[src/pkg/eirq_pkg.sv]
// Constants shared by the external interrupt register block
package eirq_pkg;
  // ==========================================================
  // Geometry
  localparam int NUM_LINES = 8;
  localparam int CFG_W = 4;
  // ==========================================================
  // Register indices; byte address is four times the index
  localparam logic [4:0] IDX_CTRL = 5'h00;
  localparam logic [4:0] IDX_NMSK_CTL = 5'h02;
  localparam logic [4:0] IDX_NMSK_FLAG = 5'h03;
  localparam logic [4:0] IDX_EVT_OUT_EN = 5'h04;
  localparam logic [4:0] IDX_IRQ_EN_CLR = 5'h08;
  localparam logic [4:0] IDX_IRQ_EN_SET = 5'h0C;
  localparam logic [4:0] IDX_EXT_FLAG = 5'h10;
  localparam logic [4:0] IDX_EXT_CFG = 5'h18;
  // ==========================================================
  // Field positions
  localparam int CTRL_SOFT_RST_BIT = 0;
  localparam int CTRL_ENABLE_BIT = 1;
  localparam int NMSK_FILT_BIT = 3;
  localparam int NMSK_FLAG_BIT = 0;
  localparam int SENSE_W = 3;
  // ==========================================================
  // Reset values
  localparam logic [3:0] NMSK_CTL_RST = 4'h0;
  localparam logic [7:0] LINE_RST = 8'h00;
  localparam logic [31:0] CFG_RST = 32'h0000_0000;
  // ==========================================================
  // Sense codes
  localparam logic [2:0] SNS_NONE = 3'h0;
  localparam logic [2:0] SNS_RISE = 3'h1;
  localparam logic [2:0] SNS_FALL = 3'h2;
  localparam logic [2:0] SNS_BOTH = 3'h3;
  localparam logic [2:0] SNS_HIGH = 3'h4;
  localparam logic [2:0] SNS_LOW = 3'h5;
  // ==========================================================
  // Bus
  localparam logic HRESP_OKAY = 1'b0;
  localparam int HTRANS_ACT_BIT = 1;
endpackage

[src/eirq_sense.sv]
// Per-pin filter and sense detector
`timescale 1ns/1ns
module eirq_sense import eirq_pkg::*; (
  input wire logic hclk,
  input wire logic hresetn,
  input wire logic clr,
  input wire logic enable,
  input wire logic pin,
  input wire logic filt_en,
  input wire logic [2:0] sense,
  output logic hit
);
  logic [2:0] smp_ff;
  logic prev_ff;
  wire maj;
  wire lvl;
  wire rise;
  wire fall;
  wire match;

  // Majority of three samples rejects single-cycle glitches
  assign maj = (smp_ff[0] & smp_ff[1]) | (smp_ff[0] & smp_ff[2]) |
               (smp_ff[1] & smp_ff[2]);
  assign lvl = filt_en ? maj : pin;
  assign rise = lvl & ~prev_ff;
  assign fall = ~lvl & prev_ff;
  // Reserved codes fall through to no detection
  assign match = (sense == SNS_RISE) ? rise :
                 (sense == SNS_FALL) ? fall :
                 (sense == SNS_BOTH) ? (rise | fall) :
                 (sense == SNS_HIGH) ? lvl :
                 (sense == SNS_LOW) ? ~lvl : 1'b0;
  assign hit = enable & match;

  always_ff @(posedge hclk or negedge hresetn) begin
    if (!hresetn) begin
      smp_ff <= 3'h0;
      prev_ff <= 1'b0;
    end else if (clr) begin
      smp_ff <= 3'h0;
      prev_ff <= 1'b0;
    end else begin
      smp_ff <= {smp_ff[1:0], pin};
      prev_ff <= lvl;
    end
  end
endmodule

[src/eirq_ctrl.sv]
// External interrupt controller registers on an AHB-Lite slave
//
// How it works
// - control bit 3 selects filtered nonmaskable input
// - 3-bit sense code picks edge or level
// - nonmaskable match sets flag, always requests
// - writing one clears nonmaskable flag, zero ignored
// - per-pin event output enable bits 7:0
// - enable-clear write of one disables line
// - both enable registers read one shared mask
// - enable-set affects only bits written one
// - reserved bits read zero, software writes zero
// - enable-set write of one enables line
// - line requests only when flagged and enabled
// - soft reset restores registers, disables controller
// - protection blocks guarded register writes
`timescale 1ns/1ns
module eirq_ctrl import eirq_pkg::*; (
  input wire logic hclk,
  input wire logic hresetn,
  input wire logic hsel,
  input wire logic [31:0] haddr,
  input wire logic [1:0] htrans,
  input wire logic hwrite,
  input wire logic [2:0] hsize,
  input wire logic [31:0] hwdata,
  input wire logic hready,
  output logic hreadyout,
  output logic [31:0] hrdata,
  output logic hresp,
  input wire logic prot_active,
  input wire logic nmsk_pin,
  input wire logic [NUM_LINES-1:0] ext_pin,
  output logic nmsk_req,
  output logic ext_irq,
  output logic [NUM_LINES-1:0] ext_event
);
  // ==========================================================
  // State
  logic hready_ff;
  logic [31:0] hrdata_ff;
  logic ph_act_ff;
  logic ph_wr_ff;
  logic ph_map_ff;
  logic [4:0] ph_idx_ff;
  logic ctrl_en_ff;
  logic [3:0] nmsk_ctl_ff;
  logic nmsk_flag_ff;
  logic [NUM_LINES-1:0] evt_en_ff;
  logic [NUM_LINES-1:0] irq_en_ff;
  logic [NUM_LINES-1:0] ext_flag_ff;
  logic [31:0] ext_cfg_ff;
  logic [NUM_LINES-1:0] evt_ff;
  logic nmsk_req_ff;
  logic ext_irq_ff;

  // ==========================================================
  // Bus decode
  wire take;
  wire in_map;
  wire wr_ok;
  wire wp_ok;
  wire rd_ok;
  wire [7:0] wlow;
  wire sel_ctrl;
  wire sel_nctl;
  wire sel_nflag;
  wire sel_evt;
  wire sel_clr;
  wire sel_set;
  wire sel_flag;
  wire sel_cfg;
  wire srst;
  wire [31:0] rd_word;

  // Only one transfer in flight; the wait state lets a write land
  // before any following read is sampled
  assign take = hsel & htrans[HTRANS_ACT_BIT] & hready & hready_ff;
  assign in_map = (haddr[31:7] == 25'h0) & (haddr[1:0] == 2'h0);
  assign wr_ok = ph_act_ff & ph_wr_ff & ph_map_ff;
  assign wp_ok = wr_ok & ~prot_active;
  assign rd_ok = ph_act_ff & ~ph_wr_ff;
  assign wlow = hwdata[7:0];
  assign sel_ctrl = wp_ok & (ph_idx_ff == IDX_CTRL);
  assign sel_nctl = wp_ok & (ph_idx_ff == IDX_NMSK_CTL);
  assign sel_nflag = wr_ok & (ph_idx_ff == IDX_NMSK_FLAG);
  assign sel_evt = wp_ok & (ph_idx_ff == IDX_EVT_OUT_EN);
  assign sel_clr = wp_ok & (ph_idx_ff == IDX_IRQ_EN_CLR);
  assign sel_set = wp_ok & (ph_idx_ff == IDX_IRQ_EN_SET);
  assign sel_flag = wr_ok & (ph_idx_ff == IDX_EXT_FLAG);
  assign sel_cfg = wp_ok & (ph_idx_ff == IDX_EXT_CFG);
  // Soft reset overrides every other field of the same write
  assign srst = sel_ctrl & hwdata[CTRL_SOFT_RST_BIT];

  // Narrow registers sit in the low bits, upper bits read zero
  assign rd_word =
    !ph_map_ff ? 32'h0 :
    (ph_idx_ff == IDX_CTRL) ? {30'h0, ctrl_en_ff, 1'b0} :
    (ph_idx_ff == IDX_NMSK_CTL) ? {28'h0, nmsk_ctl_ff} :
    (ph_idx_ff == IDX_NMSK_FLAG) ? {31'h0, nmsk_flag_ff} :
    (ph_idx_ff == IDX_EVT_OUT_EN) ? {24'h0, evt_en_ff} :
    (ph_idx_ff == IDX_IRQ_EN_CLR) ? {24'h0, irq_en_ff} :
    (ph_idx_ff == IDX_IRQ_EN_SET) ? {24'h0, irq_en_ff} :
    (ph_idx_ff == IDX_EXT_FLAG) ? {24'h0, ext_flag_ff} :
    (ph_idx_ff == IDX_EXT_CFG) ? ext_cfg_ff : 32'h0;

  always_ff @(posedge hclk or negedge hresetn) begin
    if (!hresetn) begin
      hready_ff <= 1'b1;
      ph_act_ff <= 1'b0;
      ph_wr_ff <= 1'b0;
      ph_map_ff <= 1'b0;
      ph_idx_ff <= IDX_CTRL;
    end else begin
      hready_ff <= ~take;
      ph_act_ff <= take;
      if (take) begin
        ph_wr_ff <= hwrite;
        ph_map_ff <= in_map;
        ph_idx_ff <= haddr[6:2];
      end
    end
  end

  always_ff @(posedge hclk or negedge hresetn) begin
    if (!hresetn) begin
      hrdata_ff <= 32'h0;
    end else if (rd_ok) begin
      hrdata_ff <= rd_word;
    end
  end

  // ==========================================================
  // Pin detection
  wire nmsk_hit;
  wire [NUM_LINES-1:0] ext_hit;

  eirq_sense u_nmsk (
    .hclk(hclk),
    .hresetn(hresetn),
    .clr(srst),
    .enable(ctrl_en_ff),
    .pin(nmsk_pin),
    .filt_en(nmsk_ctl_ff[NMSK_FILT_BIT]),
    .sense(nmsk_ctl_ff[SENSE_W-1:0]),
    .hit(nmsk_hit)
  );

  genvar gi;
  generate
    for (gi = 0; gi < NUM_LINES; gi = gi + 1) begin : g_line
      eirq_sense u_line (
        .hclk(hclk),
        .hresetn(hresetn),
        .clr(srst),
        .enable(ctrl_en_ff),
        .pin(ext_pin[gi]),
        .filt_en(ext_cfg_ff[gi*CFG_W+SENSE_W]),
        .sense(ext_cfg_ff[gi*CFG_W +: SENSE_W]),
        .hit(ext_hit[gi])
      );
    end
  endgenerate

  // ==========================================================
  // Next values; a detection beats a write-one clear, soft reset beats both
  wire nxt_nmsk_flag;
  wire [NUM_LINES-1:0] nxt_ext_flag;
  wire [NUM_LINES-1:0] nxt_irq_en;
  wire [NUM_LINES-1:0] clr_mask;
  wire [NUM_LINES-1:0] set_mask;
  wire [NUM_LINES-1:0] flag_clr;

  assign clr_mask = sel_clr ? wlow : LINE_RST;
  assign set_mask = sel_set ? wlow : LINE_RST;
  assign flag_clr = sel_flag ? wlow : LINE_RST;
  assign nxt_nmsk_flag = srst ? 1'b0 :
    nmsk_hit | (nmsk_flag_ff &
    ~(sel_nflag & hwdata[NMSK_FLAG_BIT]));
  assign nxt_ext_flag = srst ? LINE_RST :
    ext_hit | (ext_flag_ff & ~flag_clr);
  assign nxt_irq_en = srst ? LINE_RST :
    (irq_en_ff & ~clr_mask) | set_mask;

  // ==========================================================
  // Registers
  always_ff @(posedge hclk or negedge hresetn) begin
    if (!hresetn) begin
      ctrl_en_ff <= 1'b0;
      nmsk_ctl_ff <= NMSK_CTL_RST;
      evt_en_ff <= LINE_RST;
      ext_cfg_ff <= CFG_RST;
    end else if (srst) begin
      ctrl_en_ff <= 1'b0;
      nmsk_ctl_ff <= NMSK_CTL_RST;
      evt_en_ff <= LINE_RST;
      ext_cfg_ff <= CFG_RST;
    end else begin
      if (sel_ctrl) begin
        ctrl_en_ff <= hwdata[CTRL_ENABLE_BIT];
      end
      if (sel_nctl) begin
        nmsk_ctl_ff <= hwdata[3:0];
      end
      if (sel_evt) begin
        evt_en_ff <= wlow;
      end
      if (sel_cfg) begin
        ext_cfg_ff <= hwdata;
      end
    end
  end

  always_ff @(posedge hclk or negedge hresetn) begin
    if (!hresetn) begin
      nmsk_flag_ff <= 1'b0;
      ext_flag_ff <= LINE_RST;
      irq_en_ff <= LINE_RST;
    end else begin
      nmsk_flag_ff <= nxt_nmsk_flag;
      ext_flag_ff <= nxt_ext_flag;
      irq_en_ff <= nxt_irq_en;
    end
  end

  // ==========================================================
  // Outputs, all registered except hresp, which is tied to OKAY
  always_ff @(posedge hclk or negedge hresetn) begin
    if (!hresetn) begin
      evt_ff <= LINE_RST;
      nmsk_req_ff <= 1'b0;
      ext_irq_ff <= 1'b0;
    end else begin
      evt_ff <= srst ? LINE_RST : (ext_hit & evt_en_ff);
      nmsk_req_ff <= nxt_nmsk_flag;
      ext_irq_ff <= |(nxt_ext_flag & nxt_irq_en);
    end
  end

  assign hreadyout = hready_ff;
  assign hrdata = hrdata_ff;
  assign hresp = HRESP_OKAY;
  assign nmsk_req = nmsk_req_ff;
  assign ext_irq = ext_irq_ff;
  assign ext_event = evt_ff;
endmodule

[config.mk]
export PLATFORM = sky130hd
export DESIGN_NAME = eirq_ctrl
export DESIGN_NICKNAME = d
export VERILOG_FILES = /design/src/pkg/eirq_pkg.sv /design/src/eirq_sense.sv /design/src/eirq_ctrl.sv
export SDC_FILE = /design/constraint.sdc
export NUM_CORES = 1
export LEC_CHECK = 0
export BUFFER_PORTS_ARGS = -buffer_cell sky130_fd_sc_hd__buf_2
export CAP_MARGIN = 0
export CORE_UTILIZATION = 25
export DETAILED_ROUTE_END_ITERATION = 10
export HOLD_SLACK_MARGIN = 0.1
export SLEW_MARGIN = 20
export SYNTH_ARGS = -nofsm -noshare
export SYNTH_HDL_FRONTEND = slang
export SYNTH_SLANG_ARGS = --single-unit
[constraint.sdc]
create_clock -name hclk -period 3.1 [get_ports hclk]
set_clock_uncertainty 0.15 [all_clocks]
set_input_delay 0.155 -clock hclk [delete_from_list [all_inputs] [get_ports hclk]]
set_output_delay 0.155 -clock hclk [all_outputs]
set_load 0.01 [all_outputs]
=== Word level (Yosys, flattened, before mapping) ===
Index checks and enable logic that the tools add are counted.

* Input bits: 84
* Output and inout port bits: 44
* Register bits: 148
* Word-level logic and storage cells: 320

* Reductions and logical operators: 8
* Equality and inequality tests: 52
* Bitwise operators: 131
* Mux-type cells: 96

{| class="wikitable"
|+ Operators with widths
! kind !! number
|-
| two-way mux 32 bit || 11
|-
| AND 1 bit || 73
|-
| two-way mux 1 bit || 66
|-
| two-way mux 8 bit || 8
|-
| equality test 3 x 2 -> 1 bit (second input constant) || 18
|-
| equality test 3 bit (second input constant) || 18
|-
| AND 8 bit || 4
|-
| bitwise OR 1 bit || 28
|-
| equality test 3 x 1 -> 1 bit (second input constant) || 9
|-
| two-way mux 3 bit || 9
|-
| zero test 25 bit || 1
|-
| inverter 1 bit || 22
|-
| inverter 8 bit || 2
|-
| bitwise OR 8 bit || 2
|-
| equality test 5 x 2 -> 1 bit (second input constant) || 2
|-
| equality test 5 x 4 -> 1 bit (second input constant) || 2
|-
| equality test 5 bit (second input constant) || 2
|-
| two-way mux 4 bit || 2
|-
| nonzero test 2 bit || 4
|-
| OR reduction 8 bit || 1
|-
| equality test 5 x 3 -> 1 bit (second input constant) || 1
|-
| zero test 5 bit || 1
|-
| zero test 2 bit || 1
|}

=== Longest topological paths before layout ===
* Depth in word-level cells: 15
* Mapped depth: 11
* Depth with buffers taken out: 11

=== Cells and area by module ===
A second synthesis with hierarchy kept.

* Cells, all modules: 665
* Area total of the unflattened synthesis: 6940.4 um^2

{| class="wikitable"
|+ By module, submodules not included
! module !! cells an instance !! times used !! sequential area each (um^2) !! area each (um^2)
|-
| eirq_ctrl || 467 || 1 || 2803.9 || 4834.6
|-
| eirq_sense || 22 || 9 || 100.1 || 234.0
|}

=== Least setup slack after synthesis ===
OpenSTA, ideal clock, no wires.

* Path kind: register -> register
* Start: register ext_cfg_ff[23]
* End: register ext_irq_ff (netlist: ext_irq)
* Data required time: 2.879 ns
* Stages on the path, launching flop included: 10
* Data arrival time: 2.143 ns
* Path slack: 0.736 ns
* Library setup time: 0.071 ns
* Period minus slack after synthesis: 2.364 ns
* Cells stage by stage: dfrtp_1 > or2_2 > nand2_1 > inv_1 > ha_1 > a211o_1 > a211o_1 > o31ai_1 > a22oi_2 > nand4_1

* Longest elaborated chain between the ends: 12

{| class="wikitable"
|+ RTL lines
! what !! line !! text
|-
| from (decl) || eirq_ctrl.sv:52 || <nowiki>logic [31:0] ext_cfg_ff;</nowiki>
|-
| from (signal assigned) || eirq_ctrl.sv:209 || <nowiki>ext_cfg_ff <= hwdata;</nowiki>
|-
| two-way mux 1 bit * || eirq_sense.sv:24 || <nowiki>assign lvl = filt_en ? maj : pin;</nowiki>
|-
| inverter 1 bit || eirq_sense.sv:26, eirq_sense.sv:32 ||
|-
| two-way mux 1 bit / AND 1 bit (equally long branches) || eirq_sense.sv:32, eirq_sense.sv:26 ||
|-
| two-way mux 1 bit / bitwise OR 1 bit (equally long branches) || eirq_sense.sv:31, eirq_sense.sv:30 ||
|-
| two-way mux 1 bit || eirq_sense.sv:30 || <nowiki>(sense == SNS_BOTH) ? (rise | fall) :</nowiki>
|-
| two-way mux 1 bit || eirq_sense.sv:29 || <nowiki>(sense == SNS_FALL) ? fall :</nowiki>
|-
| two-way mux 1 bit * || eirq_sense.sv:28 || <nowiki>assign match = (sense == SNS_RISE) ? rise :</nowiki>
|-
| AND 1 bit * || eirq_sense.sv:33 || <nowiki>assign hit = enable & match;</nowiki>
|-
| bitwise OR 8 bit * || eirq_ctrl.sv:181 || <nowiki>ext_hit | (ext_flag_ff & ~flag_clr);</nowiki>
|-
| two-way mux 8 bit * || eirq_ctrl.sv:180 || <nowiki>assign nxt_ext_flag = srst ? LINE_RST :</nowiki>
|-
| AND 8 bit * || eirq_ctrl.sv:236 || <nowiki>ext_irq_ff <= |(nxt_ext_flag & nxt_irq_en);</nowiki>
|-
| OR reduction 8 bit * || eirq_ctrl.sv:236 ||
|-
| to (signal assigned) || eirq_ctrl.sv:236 ||
|-
| to (decl) || eirq_ctrl.sv:55 || <nowiki>logic ext_irq_ff;</nowiki>
|}

Mark *: on every way between the ends. The rest lies on a longest branch, timed or not.
A chain may end at the register's enable or synchronous reset.

=== Worst setup path after layout ===
* Start: input port haddr[29]
* End: register ph_map_ff

* Longest elaborated chain between the ends: 2

{| class="wikitable"
|+ RTL lines
! what !! line !! text
|-
| from (decl) || eirq_ctrl.sv:22 || <nowiki>input wire logic [31:0] haddr,</nowiki>
|-
| zero test 25 bit || eirq_ctrl.sv:79 || <nowiki>assign in_map = (haddr[31:7] == 25'h0) & (haddr[1:0] == 2'h0);</nowiki>
|-
| AND 1 bit || eirq_ctrl.sv:79 ||
|-
| to (signal assigned) || eirq_ctrl.sv:119 || <nowiki>ph_map_ff <= in_map;</nowiki>
|-
| to (decl) || eirq_ctrl.sv:44 || <nowiki>logic ph_map_ff;</nowiki>
|}

No other way between the ends.

==> run summary <==
status: completed
Netlist cell types: 51
number of iterations in the first detailed-routing pass: 5
Detailed Place HPWL: 13,400 um
initial antenna violation count: 0
CTS Buf Count: 17
Core ar.: 0.0270 mm^2
slew margin rel.: 0.334
async set or reset register ratio after synthesis: 1.00
Crit Path Max Fanout: 1
CTS tree: yes
CP most frequent cell: dlygate4sd3_1
WL final: 19,400 um
Slew Limit Fails: 0
num rows: 60
Non-Filler Instances: 1,228
CTS root buffer: clkbuf_16
cells after synthesis: 691
post-route ant nets: 0
mean routed wirelength per cell: 15.8 um
RSZ-0062 raised after global routing: no
first-pass GRT wire length: 30,600 um
Post-synth EDFFs: 0
post-synthesis net count: 793
FF+latch count, synth: 148
Reg clk slew, reported paths: 0.06 ns
CTS H-Tree Depth: 4
Critical Path AT: 2.93 ns
Worst Hold Slack: 0.108 ns
Die ar.: 0.0284 mm^2
syn avg cell area: 10.0 um^2
Max VDD drop: 323 uV
antenna cell count: 0
worst hold path class: in2async
Req. time, crit path: 3.32 ns
Cell Chain, Critical Path: dlygate4sd3_1 > buf_2 > nor4_1 > dlygate4sd3_1 > nand3_1 > dlygate4sd3_1 > o31ai_1 > dlygate4sd3_1
Top Ports: 128
clock sink count: 148
Syn. warnings: 0
largest net degree at the start of global routing: 60
CP max stage delay: 0.58 ns
PostCTS Resize Cnt: 0
Startpoint Class: input pin
clock buffer depth: 2
commonest non-fill, non-tap cells in the layout: dfrtp_1 (147), buf_2 (121), nand2_1 (115), dlygate4sd3_1 (54), a21oi_1 (48)
Main synth FF type: dfrtp_1
fraction of layout cells with a size suffix above 1: 0.215
layout overhead on the synthesized area: 31.0%
synthesized area: 0.00692 mm^2
Die H: 168 um
via/cell ratio: 4.73
most common cell after layout, fill and taps aside: dfrtp_1
CP Class: in2reg
kind of end point of the critical path: flip-flop
MaxCap Viol Count: 0
CP max-delay cell: dlygate4sd3_1
clk_lat worst skew: 0.43 ns
FMAX: 368 MHz
Nets: 976
GRT Resource Usage Total: 0.140
leak pwr: 0.00444 uW
Final Wtd Congestion: 0.839
Fin. Hold Viols: 0
DP Cell Count: 1,142
Seq/Total Area, Yosys: 0.535
number of port buffers: 122
Initial Util: 0.256
iteration-0 DRC count of the detailed router: 400
Pwr Density: 476 mW/mm^2
DRC: 0
pre-CTS WS: 0.442 ns
global route total overflow: 0
fin crit period: 2.72 ns
endpoints failing setup: 0
Setup TNS Final: 0 ns
fin crit share: 0.876
vias in the first global route: 5,706
Die W: 168 um
worst slew pin tran: 0.985 ns
Final WS setup: 0.383 ns
via count: 5,806
## area by class of cell
class	instances	area, um^2
Clock inverter	11	104
Fill cell	2780	18000
Sequential cell	148	3700
Tap cell	341	427
Clock buffer	21	450
Timing Repair Buffer	197	1340
Inverter	31	116
Multi-Input combinational cell	479	2930
## report_power, final
part           internal (uW)  switching, uW  total, uW
Clock                   1130            835       1960
Combinational            158            177        335
Sequential              1970           50.1       2020
Total                   3260           1060       4320
## cells by family (layout without fill, tap and decap cells)
kind of cell / count (synthesis) / in the layout / synth area share
buffers and inverters: 64 / 260 / 0.0423
AOI/OAI and AO/OA: 151 / 151 / 0.149
and+or+nand+nor: 286 / 286 / 0.208
muxes: 21 / 21 / 0.0304
other: 1 / 1 / 0.000542
xor gates and xnor gates: 1 / 1 / 0.00127
adders and majority gates: 19 / 19 / 0.0340
DFF: 148 / 148 / 0.535
## registers in the layout, summed over array words and instances, names as in the netlist
| register | count |
|---|---|
| u_nmsk.smp_ff | 3 |
| nmsk_req | 1 |
| ph_map_ff | 1 |
| ctrl_en_ff | 1 |
| nmsk_ctl_ff | 4 |
| ext_cfg_ff | 32 |
| u_nmsk.prev_ff | 1 |
| hrdata | 32 |
| ext_flag_ff | 8 |
| hreadyout | 1 |
| ph_idx_ff | 5 |
| irq_en_ff | 8 |
| ph_act_ff | 1 |
| ph_wr_ff | 1 |
| ext_event | 8 |
| ext_irq | 1 |
| evt_en_ff | 8 |
| g_line.u_line.prev_ff | 8 |
| g_line.u_line.smp_ff | 24 |
## worst max-delay path: cells and delay by family
kind                   cells  cell delay [ns]
buffers and inverters      5             2.36
and+or+nand+nor            2             0.26
AOI/OAI and AO/OA          1             0.18
## through the flow
stage | total power, uW | area [um^2] | util
finish | 4320 | 9070 | 0.336
global route | 4490 | 9070 | 0.336
CTS | 4380 | 9070 | 0.336
detailed placement | 2340 | 7980 | 0.295
global placement | 2330 | 7980 | 0.295
floorplan | 2190 | 6920 | -
## cells in the mapped netlist (8+ instances only)
cell | count | area, um^2
dfrtp_1 | 147 | 3680
nand2_1 | 115 | 432
a21oi_1 | 48 | 240
nor2_1 | 43 | 161
and2_1 | 37 | 231
a22o_1 | 31 | 272
inv_1 | 30 | 113
mux2i_1 | 21 | 210
nand3_1 | 20 | 100
o21ai_0 | 20 | 100
ha_1 | 18 | 225
a22oi_1 | 16 | 120
buf_2 | 15 | 75.1
a211o_1 | 12 | 105
nor3_1 | 12 | 60.1
and3_1 | 11 | 68.8
clkbuf_1 | 11 | 41.3
o31ai_1 | 10 | 75.1
nand2b_1 | 9 | 56.3
and4_1 | 8 | 70.1
or2_2 | 8 | 50.1
## what timing repair did
| action | CTS | global route |
|---|---|---|
| hold endpoints to repair | 205 | 0 |
| hold buffers | 54 | 0 |
| buffers inserted | 0 | 0 |
## worst paths after layout
kind                                startpoint                        to  slack, ns  depth (start not counted)
worst max-delay path                 haddr[29]                 ph_map_ff       0.38                          8
worst min-delay path                   hresetn              ph_idx_ff[1]       0.11                          2
max in group asynchronous              hresetn  g_line[7].u_line.prev_ff       1.91                          3
worst max register to register  ext_cfg_ff[23]                   ext_irq       0.43                          9
min in group hclk                         hsel                  ph_wr_ff       0.15                          4
worst min register to register       hrdata[1]                 hrdata[1]       0.33                          2
## metal layers
metal | vias up | routed length [um] | global-route usage
met2 | 183 | 9000 | 0.225
met5 | - | 0 | 0
li1 | 2786 | - | -
met3 | 26 | 997 | 0.0329
met1 | 2811 | 9040 | 0.185
met4 | 0 | 355 | 0.0431
Note: power is estimated with default switching activity, not from simulation.
